<file path="config.mk">
export PLATFORM = sky130hd
export DESIGN_NAME = rcf_reset_cause
export DESIGN_NICKNAME = d
export VERILOG_FILES = /design/src/hdl/rcf_pkg.sv /design/src/hdl/rcf_reset_cause.sv
export VERILOG_INCLUDE_DIRS = /design/src /design/src/hdl
export SDC_FILE = /design/constraint.sdc
export NUM_CORES = 1
export LEC_CHECK = 0
export ABC_CLOCK_PERIOD_IN_PS = 1800
export BUFFER_PORTS_ARGS = -buffer_cell sky130_fd_sc_hd__buf_4
export CAP_MARGIN = 0
export CORE_ASPECT_RATIO = 0.6
export CORE_UTILIZATION = 40
export DETAILED_ROUTE_END_ITERATION = 10
export GPL_TIMING_DRIVEN = 0
export MAX_ROUTING_LAYER = met4
export PLACE_DENSITY = 0.77
export SYNTH_ARGS = -nofsm -noshare
export SYNTH_HDL_FRONTEND = slang
export SYNTH_SLANG_ARGS = --single-unit
</file>
<file path="constraint.sdc">
create_clock -name core_clk -period 1.8 [get_ports core_clk]
set_input_delay 0.18 -clock core_clk [delete_from_list [all_inputs] [get_ports core_clk]]
set_output_delay 0.18 -clock core_clk [all_outputs]
set_load 0.005 [all_outputs]
</file>
<file path="src/hdl/rcf_defs.svh">
`ifndef RCF_DEFS_SVH
`define RCF_DEFS_SVH

// Register byte addresses
`define RCF_ADDR_FLAGS 4'h0
`define RCF_ADDR_IRQ_STAT 4'h4
`define RCF_ADDR_IRQ_CLR 4'h8
`define RCF_ADDR_IRQ_EN 4'hC

// Flag positions
`define RCF_BIT_STACK_OVER 7
`define RCF_BIT_STACK_UNDER 6
`define RCF_BIT_EXTPIN 3
`define RCF_BIT_OPCODE 2
`define RCF_BIT_PWRON 1
`define RCF_BIT_BROWN 0

// Writable mask: bits 5-4 are unimplemented
`define RCF_WR_MASK 8'hCF

// Reset values
`define RCF_FLAGS_COLD 8'h0C
`define RCF_IRQ_EN_RST 4'h0

// Interrupt status positions
`define RCF_IRQ_STACK_OVER 0
`define RCF_IRQ_STACK_UNDER 1
`define RCF_IRQ_EXTPIN 2
`define RCF_IRQ_OPCODE 3

`endif

</file>
<file path="src/hdl/rcf_pkg.sv">
package rcf_pkg;

    typedef struct packed {
        logic [3:0] adr;
        logic [31:0] dat;
        logic [3:0] sel;
        logic we;
        logic cyc;
        logic stb;
    } rcf_wb_req_t;

    typedef struct packed {
        logic [31:0] dat;
        logic ack;
    } rcf_wb_rsp_t;

    typedef struct packed {
        logic powerOn;
        logic brownOut;
        logic extPin;
        logic resetOpcode;
        logic stackOver;
        logic stackUnder;
    } rcf_events_t;

endpackage

</file>
<file path="src/hdl/rcf_reset_cause.sv">
// Operation
// - Stack overflow sets bit 7, which stays set until firmware writes zero.
// - Stack underflow sets bit 6, which stays set until firmware writes zero.
// - Bits 5 and 4 always read zero and ignore writes.
// - An external pin reset clears bit 3; firmware writes one to rearm it.
// - A reset instruction clears bit 2; firmware writes one to rearm it.
// - Bit 1 reads zero after power-on reset; software then writes one.
// - Bit 0 reads zero after brown-out or power-on reset; software then writes one.
// - Cold resets load zero in the stack flags and one in the pin and opcode flags.
// - Other resets leave the power-on and brown-out flags unchanged.
// - Stack events request a reset only when the stack reset enable is set.
//
// Implementation choices: the placing of the registers and the Wishbone interface to the registers.
`include "rcf_defs.svh"

module rcf_reset_cause
(
    // Clock and reset
    input wire logic core_clk,
    input wire logic arst_n,
    // Wishbone slave
    input rcf_pkg::rcf_wb_req_t wbReq,
    output rcf_pkg::rcf_wb_rsp_t wbRsp,
    // Reset cause events, one-cycle pulses
    input rcf_pkg::rcf_events_t evt,
    // Configuration
    input wire logic stack_reset_enable,
    // Outputs
    output logic stackResetReq,
    output logic [7:0] reset_cause_flags,
    output logic irq
);
    import rcf_pkg::*;

    // Bus decode
    logic access;
    logic wrByte0;
    logic wrFlags;
    logic wrClr;
    logic wrEn;
    logic [7:0] wrData;

    // Event decode
    logic coldEvt;
    logic stackEvt;

    // Flag register, one flip-flop per implemented bit
    logic stackOver_r;
    logic stackOver_nxt;
    logic stackUnder_r;
    logic stackUnder_nxt;
    logic extPin_r;
    logic extPin_nxt;
    logic opcode_r;
    logic opcode_nxt;
    logic powerOn_r;
    logic powerOn_nxt;
    logic brownOut_r;
    logic brownOut_nxt;
    logic [7:0] flags;

    // Interrupt status and enable
    logic [3:0] irqSet;
    logic [3:0] irqClr;
    logic [3:0] irqStat_r;
    logic [3:0] irqStat_nxt;
    logic [3:0] irqEn_r;
    logic [3:0] irqEn_nxt;
    genvar gi;

    // Bus response
    logic ack_r;
    logic [31:0] rdData_r;
    logic [31:0] rdData_nxt;

    // Image loaded by power-on and the asynchronous reset; brown-out loads all of it but bit 1
    localparam logic [7:0] coldImage = `RCF_FLAGS_COLD;

    // Request ends once acked; a strobe still high in the ack cycle is not taken twice
    assign access = wbReq.cyc && wbReq.stb && !ack_r;
    assign wrByte0 = access && wbReq.we && wbReq.sel[0];
    assign wrFlags = wrByte0 && (wbReq.adr == `RCF_ADDR_FLAGS);
    assign wrClr = wrByte0 && (wbReq.adr == `RCF_ADDR_IRQ_CLR);
    assign wrEn = wrByte0 && (wbReq.adr == `RCF_ADDR_IRQ_EN);
    assign wrData = wbReq.dat[7:0];

    // Power-on reloads the image, brown-out all but bit 1; either outranks every warm flag event in the same cycle
    assign coldEvt = evt.powerOn || evt.brownOut;
    assign stackEvt = evt.stackOver || evt.stackUnder;

    // Overflow flag, hardware event applied after the write so it wins
    always_comb
    begin
        stackOver_nxt = stackOver_r;
        if (wrFlags)
        begin
            stackOver_nxt = wrData[`RCF_BIT_STACK_OVER];
        end
        if (coldEvt)
        begin
            stackOver_nxt = 1'h0;
        end
        else if (evt.stackOver)
        begin
            stackOver_nxt = 1'h1;
        end
    end

    always_ff @(posedge core_clk or negedge arst_n)
    begin
        if (!arst_n)
        begin
            stackOver_r <= coldImage[`RCF_BIT_STACK_OVER];
        end
        else
        begin
            stackOver_r <= stackOver_nxt;
        end
    end

    // Underflow flag
    always_comb
    begin
        stackUnder_nxt = stackUnder_r;
        if (wrFlags)
        begin
            stackUnder_nxt = wrData[`RCF_BIT_STACK_UNDER];
        end
        if (coldEvt)
        begin
            stackUnder_nxt = 1'h0;
        end
        else if (evt.stackUnder)
        begin
            stackUnder_nxt = 1'h1;
        end
    end

    always_ff @(posedge core_clk or negedge arst_n)
    begin
        if (!arst_n)
        begin
            stackUnder_r <= coldImage[`RCF_BIT_STACK_UNDER];
        end
        else
        begin
            stackUnder_r <= stackUnder_nxt;
        end
    end

    // External pin flag, active low
    always_comb
    begin
        extPin_nxt = extPin_r;
        if (wrFlags)
        begin
            extPin_nxt = wrData[`RCF_BIT_EXTPIN];
        end
        if (coldEvt)
        begin
            extPin_nxt = 1'h1;
        end
        else if (evt.extPin)
        begin
            extPin_nxt = 1'h0;
        end
    end

    always_ff @(posedge core_clk or negedge arst_n)
    begin
        if (!arst_n)
        begin
            extPin_r <= coldImage[`RCF_BIT_EXTPIN];
        end
        else
        begin
            extPin_r <= extPin_nxt;
        end
    end

    // Reset instruction flag, active low
    always_comb
    begin
        opcode_nxt = opcode_r;
        if (wrFlags)
        begin
            opcode_nxt = wrData[`RCF_BIT_OPCODE];
        end
        if (coldEvt)
        begin
            opcode_nxt = 1'h1;
        end
        else if (evt.resetOpcode)
        begin
            opcode_nxt = 1'h0;
        end
    end

    always_ff @(posedge core_clk or negedge arst_n)
    begin
        if (!arst_n)
        begin
            opcode_r <= coldImage[`RCF_BIT_OPCODE];
        end
        else
        begin
            opcode_r <= opcode_nxt;
        end
    end

    // Power-on flag; a brown-out leaves it alone so the two causes stay apart
    always_comb
    begin
        powerOn_nxt = powerOn_r;
        if (wrFlags)
        begin
            powerOn_nxt = wrData[`RCF_BIT_PWRON];
        end
        if (evt.powerOn)
        begin
            powerOn_nxt = 1'h0;
        end
    end

    always_ff @(posedge core_clk or negedge arst_n)
    begin
        if (!arst_n)
        begin
            powerOn_r <= coldImage[`RCF_BIT_PWRON];
        end
        else
        begin
            powerOn_r <= powerOn_nxt;
        end
    end

    // Brown-out flag, cleared by either cold cause
    always_comb
    begin
        brownOut_nxt = brownOut_r;
        if (wrFlags)
        begin
            brownOut_nxt = wrData[`RCF_BIT_BROWN];
        end
        if (coldEvt)
        begin
            brownOut_nxt = 1'h0;
        end
    end

    always_ff @(posedge core_clk or negedge arst_n)
    begin
        if (!arst_n)
        begin
            brownOut_r <= coldImage[`RCF_BIT_BROWN];
        end
        else
        begin
            brownOut_r <= brownOut_nxt;
        end
    end

    // Unimplemented positions are tied to zero, so writes to them vanish
    assign flags = {stackOver_r, stackUnder_r, 2'h0, extPin_r, opcode_r, powerOn_r, brownOut_r};

    // Stack events only force a reset when enabled; the flag records regardless
    assign stackResetReq = stack_reset_enable && stackEvt;

    // Status positions follow the interrupt map
    assign irqSet[`RCF_IRQ_STACK_OVER] = evt.stackOver;
    assign irqSet[`RCF_IRQ_STACK_UNDER] = evt.stackUnder;
    assign irqSet[`RCF_IRQ_EXTPIN] = evt.extPin;
    assign irqSet[`RCF_IRQ_OPCODE] = evt.resetOpcode;
    assign irqClr = wrClr ? wbReq.dat[3:0] : 4'h0;

    // Per-bit sticky status; an event in the clear cycle wins so none is lost
    generate
        for (gi = 0; gi < 4; gi++)
        begin : g_irq_bit
            assign irqStat_nxt[gi] = irqSet[gi] || (irqStat_r[gi] && !irqClr[gi]);
        end
    endgenerate

    always_ff @(posedge core_clk or negedge arst_n)
    begin
        if (!arst_n)
        begin
            irqStat_r <= 4'h0;
        end
        else
        begin
            irqStat_r <= irqStat_nxt;
        end
    end

    assign irqEn_nxt = wrEn ? wbReq.dat[3:0] : irqEn_r;

    always_ff @(posedge core_clk or negedge arst_n)
    begin
        if (!arst_n)
        begin
            irqEn_r <= `RCF_IRQ_EN_RST;
        end
        else
        begin
            irqEn_r <= irqEn_nxt;
        end
    end

    // Level output, no latency beyond the status and enable flip-flops
    assign irq = |(irqStat_r & irqEn_r);

    // Read mux; unmapped addresses read zero and are still acked
    always_comb
    begin
        rdData_nxt = 32'h0000_0000;
        case (wbReq.adr)
            `RCF_ADDR_FLAGS: rdData_nxt = {24'h00_0000, flags};
            `RCF_ADDR_IRQ_STAT: rdData_nxt = {28'h000_0000, irqStat_r};
            `RCF_ADDR_IRQ_EN: rdData_nxt = {28'h000_0000, irqEn_r};
            default: rdData_nxt = 32'h0000_0000;
        endcase
    end

    always_ff @(posedge core_clk or negedge arst_n)
    begin
        if (!arst_n)
        begin
            ack_r <= 1'h0;
        end
        else
        begin
            ack_r <= access;
        end
    end

    always_ff @(posedge core_clk or negedge arst_n)
    begin
        if (!arst_n)
        begin
            rdData_r <= 32'h0000_0000;
        end
        else
        begin
            rdData_r <= rdData_nxt;
        end
    end

    assign wbRsp.ack = ack_r;
    assign wbRsp.dat = rdData_r;
    assign reset_cause_flags = flags;

endmodule

</file>
==> results.txt <==
----------------------------------------------------
[Final layout]
  Post-layout net count ... 258
  Ant diodes ... 0
  Most used cells in the layout excluding fill and tap cells ... sky130_fd_sc_hd__buf_4, sky130_fd_sc_hd__conb_1, sky130_fd_sc_hd__dfrtp_1
  Total area of multi-input combinational cells ... 586 µm²
  Fill cell count ... 252
  Final core occ ... 60.2%
  Most common library cell in the layout ignoring fill and taps ... sky130_fd_sc_hd__buf_4
  Share of post-route cells with drive strength above 1 ... 42.4%
  Area Overhead vs Synth ... 37.5%
  Reg area ... 528 µm²

[Clocking]
  Clock latency at the later pin of the worst-skew pair ... 0.26 ns
  Post-CTS Setup Repair Bufs ... 0
  Clock-pin transition on the worst setup and hold timing paths ... 0.08 ns
  Depth of the CTS H-tree ... 1
  Inserted Clock Buffers ... 3
  CTS root buf ... sky130_fd_sc_hd__clkbuf_8
  TritonCTS clock tree ... done
  Buffer levels on the longest clock path ... 2
  Clock sink count ... 21

[Detailed routing]
  Detailed-router iteration count before antenna repair ... 4
  Via-to-Cell Ratio ... 4.80
  Post-detailed-route DRC marker count ... 0
  Number of nets with antenna violations after detailed routing ... 0
  Number of DRC violations after detailed-routing iteration 0 ... 169
  Detail-routed net length per standard cell ... 13.4 µm
  Post-detailed-routing wire length ... 3.31 mm
  DR vias ... 1,185

[Power and ir drop]
  Switching power total ... 0.281 mW
  Pint ... 0.767 mW
  Overall power consumption ... 1.05 mW
  Leakage power figure ... 0.924 nW
  Clock network fraction of design power ... 30.5%
  Worst supply voltage drop on vdd ... 0.322 mV
  Pwr dens ... 584 nW/µm²
  Register share of total power ... 47.5%
  Switching portion of total power ... 26.8%
  Share of power burned in combinational logic ... 22.0%

[Die]
  CORE AREA ... 2980 µm²
  Starting density of the core ... 43.8%
  Die Wd ... 75.8 µm
  Top-Level Pins ... 95
  Die footprint ... 3510 µm²
  Std cell rows ... 15
  Die extent in y ... 46.3 µm

[STA]
  RSZ-0062 raised after global routing ... no
  Final cycle utilization of the critical path ... 90.4%
  Remaining max-slew budget at the tightest pin ... 49.6%
  Measured slew at the worst slew-check pin ... 0.750 ns
  Max Slew Vio Count ... 0
  Number of endpoints with negative hold slack in the final report ... 0
  Count of final setup violators ... 0
  Final Critical Period ... 1.63 ns
  Upper clock frequency limit ... 615 MHz
  Post-Route Skew ... 0.00481 ns
  Final setup TNS ... 0 ns

[Yosys]
  Compound-Gate Fraction of Synth Area ... 11.1%
  Number of warnings issued by yosys ... 0
  Adder-Cell Fraction of Synth Area ... 0%
  Post-Synth Simple-Gate Area ... 19.2%
  Cell variety after synth ... 28
  Synthesized area ... 1310 µm²
  Post-synthesis register bit count ... 21
  Dominant combinational cell family by area after synthesis ... buffers and inverters
  Fraction of the yosys area taken by sequential cells ... 40.4%
  XOR/XNOR share of the synthesized area ... 0%
  Share of cell area taken by muxes after synthesis ... 6.51%
  Post-Synthesis Cells ... 136
  Post-Synthesis Mean Instance Area ... 9.60 µm²

[Min path]
  Worst min-delay path class ... input port to register
  Cell depth of the worst hold path ... 2
  Hold Path Sink ... powerOn_r
  Launch instance of the worst min-delay path ... evt[5]

[Critical path]
  Worst path cell trace ... nand3b_1 > inv_1 > clkbuf_2 > nand4_1 > a21o_1
  Logic depth of the worst register-to-register path ... 5
  Startpoint Class ... register
  Worst setup path class ... register to register
  Buffer and inverter count on the worst path ... 2
  CP Data Arrival Time ... 1.79 ns
  Capture point of the worst reg-to-reg path ... irqStat_r[1]
  Delay contributed by the slowest stage of the critical path ... 0.38 ns
  Capturing element type of the critical path ... register
  Highest fanout seen on the critical path ... 10
  Reg2Reg Setup Slack ... 0.17 ns
  FF-to-FF Start ... ack_r
  Critical path's slowest cell ... sky130_fd_sc_hd__dfrtp_1
  Cell type group with the largest total delay on the critical path ... simple AND/OR/NAND/NOR gates
  CP Data Required Time ... 1.96 ns

[Global routing]
  GRT Util Overall ... 20.4%
  Global-route congestion overflow total ... 0
  Maximum number of pins on one net before global-route repair ... 22
  Vias in the first global route ... 1,010
  Global-route wire length before repair ... 4.92 mm
  Initial antenna violation count ... 0

[Run]
  Max-capacitance violation count ... 0

[Placement]
  Routability congestion estimate from global placement ... 0.829
  Detailed-placement wirelength estimate ... 2.62 mm
  Total of buffers placed on input and output ports ... 37

[Status]
  Run status ... finished clean

----------------------------------------------------
[per-stage QoR]
step	setup slack, ns	hold WS, ns	cells	area [µm²]
final	0.173	0.0592	247	1800
after detailed placement	0.101	0.0785	242	1740
after floorplan	0.422	-0.116	163	1410
after global placement	0.151	0.0746	242	1740
after global routing	0.109	0.0638	247	1800
after CTS	0.0726	0.0591	247	1790
[area by class of cell]
type | count | share of cell area (%)
clock buffer | 3 | 2.30
timing repair buffer | 38 | 16.0
buffer | 40 | 15.8
multi-input combinational | 99 | 32.6
inverter | 3 | 0.627
clock inverter | 1 | 0.279
tap | 42 | 2.93
sequential | 21 | 29.4
[logic make-up (layout without fill, tap and decap cells)]
family | count (synthesis) | after routing
and+or+nand+nor | 40 | 40
buffers and inverters | 43 | 85
muxes | 8 | 8
AOI/OAI and AO/OA | 23 | 23
DFF | 21 | 21
other | 1 | 28
[power groups by stage]
stage	Clock, mW	Sequential [mW]	Combinational [mW]
floorplan	0	0.504	0.124
global placement	0	0.506	0.215
detailed placement	0	0.507	0.223
CTS	0.323	0.498	0.226
global route	0.337	0.500	0.254
finish	0.320	0.498	0.231
[per-layer routing]
| layer | vias to the layer above | part of all wire [%] | global-route usage (%) |
|---|---|---|---|
| li1 | 551 | - | - |
| met1 | 529 | 42 | 26.8 |
| met2 | 88 | 45 | 31.0 |
| met3 | 17 | 9.9 | 5.69 |
| met4 | 0 | 3.4 | 5.93 |
| met5 | - | 0 | - |
[flip-flops by register name (all words and copies together), names as in the netlist]
signal and flops:
rdData_r 6, brownOut_r 1, extPin_r 1, opcode_r 1, powerOn_r 1, irqStat_r 4, ack_r 1, stackOver_r 1
irqEn_r 4, stackUnder_r 1
[timing repair]
| item | in CTS | in global routing |
|---|---|---|
| hold endpoints to repair | 19 | 0 |
| hold buffers | 1 | 0 |
| gates resized for setup | 0 | 2 |
| endpoints found under the setup margin | 0 | 8 |
[synth_stat cells]
cell type / instances / area share (%)
sky130_fd_sc_hd__a21o_1: 4 / 2.3
sky130_fd_sc_hd__a21oi_1: 4 / 1.5
sky130_fd_sc_hd__a22oi_1: 2 / 1.1
sky130_fd_sc_hd__a31oi_1: 2 / 0.96
sky130_fd_sc_hd__and2_1: 7 / 3.4
sky130_fd_sc_hd__and4bb_2: 1 / 0.96
sky130_fd_sc_hd__buf_1: 1 / 0.29
sky130_fd_sc_hd__buf_2: 1 / 0.38
sky130_fd_sc_hd__buf_4: 35 / 20
sky130_fd_sc_hd__clkbuf_1: 3 / 0.86
sky130_fd_sc_hd__conb_1: 1 / 0.29
sky130_fd_sc_hd__dfrtp_1: 19 / 36
sky130_fd_sc_hd__dfstp_2: 2 / 4.0
sky130_fd_sc_hd__inv_1: 3 / 0.86
sky130_fd_sc_hd__mux2_2: 4 / 3.4
sky130_fd_sc_hd__mux2i_1: 4 / 3.1
sky130_fd_sc_hd__nand2_1: 2 / 0.57
sky130_fd_sc_hd__nand3_1: 6 / 2.3
sky130_fd_sc_hd__nand3b_1: 1 / 0.57
sky130_fd_sc_hd__nand4_1: 11 / 5.3
sky130_fd_sc_hd__nor2_1: 1 / 0.29
sky130_fd_sc_hd__nor2b_1: 8 / 3.8
sky130_fd_sc_hd__nor4_2: 1 / 0.96
sky130_fd_sc_hd__o21a_1: 1 / 0.57
sky130_fd_sc_hd__o21ai_0: 6 / 2.3
sky130_fd_sc_hd__o31ai_1: 4 / 2.3
sky130_fd_sc_hd__or2_2: 1 / 0.48
sky130_fd_sc_hd__or4_1: 1 / 0.57
[worst max-delay path by stage]
stage	startpoint	to	slack [ns]	depth (start not counted)
floorplan	ack_r	irqStat_r[0]	0.42	5
global placement	ack_r	irqStat_r[1]	0.15	5
detailed placement	ack_r	irqStat_r[1]	0.10	5
CTS	ack_r	irqStat_r[1]	0.07	5
global route	ack_r	irqStat_r[1]	0.11	5
finish	ack_r	irqStat_r[1]	0.17	5
Power figures use the tool's default switching activity.
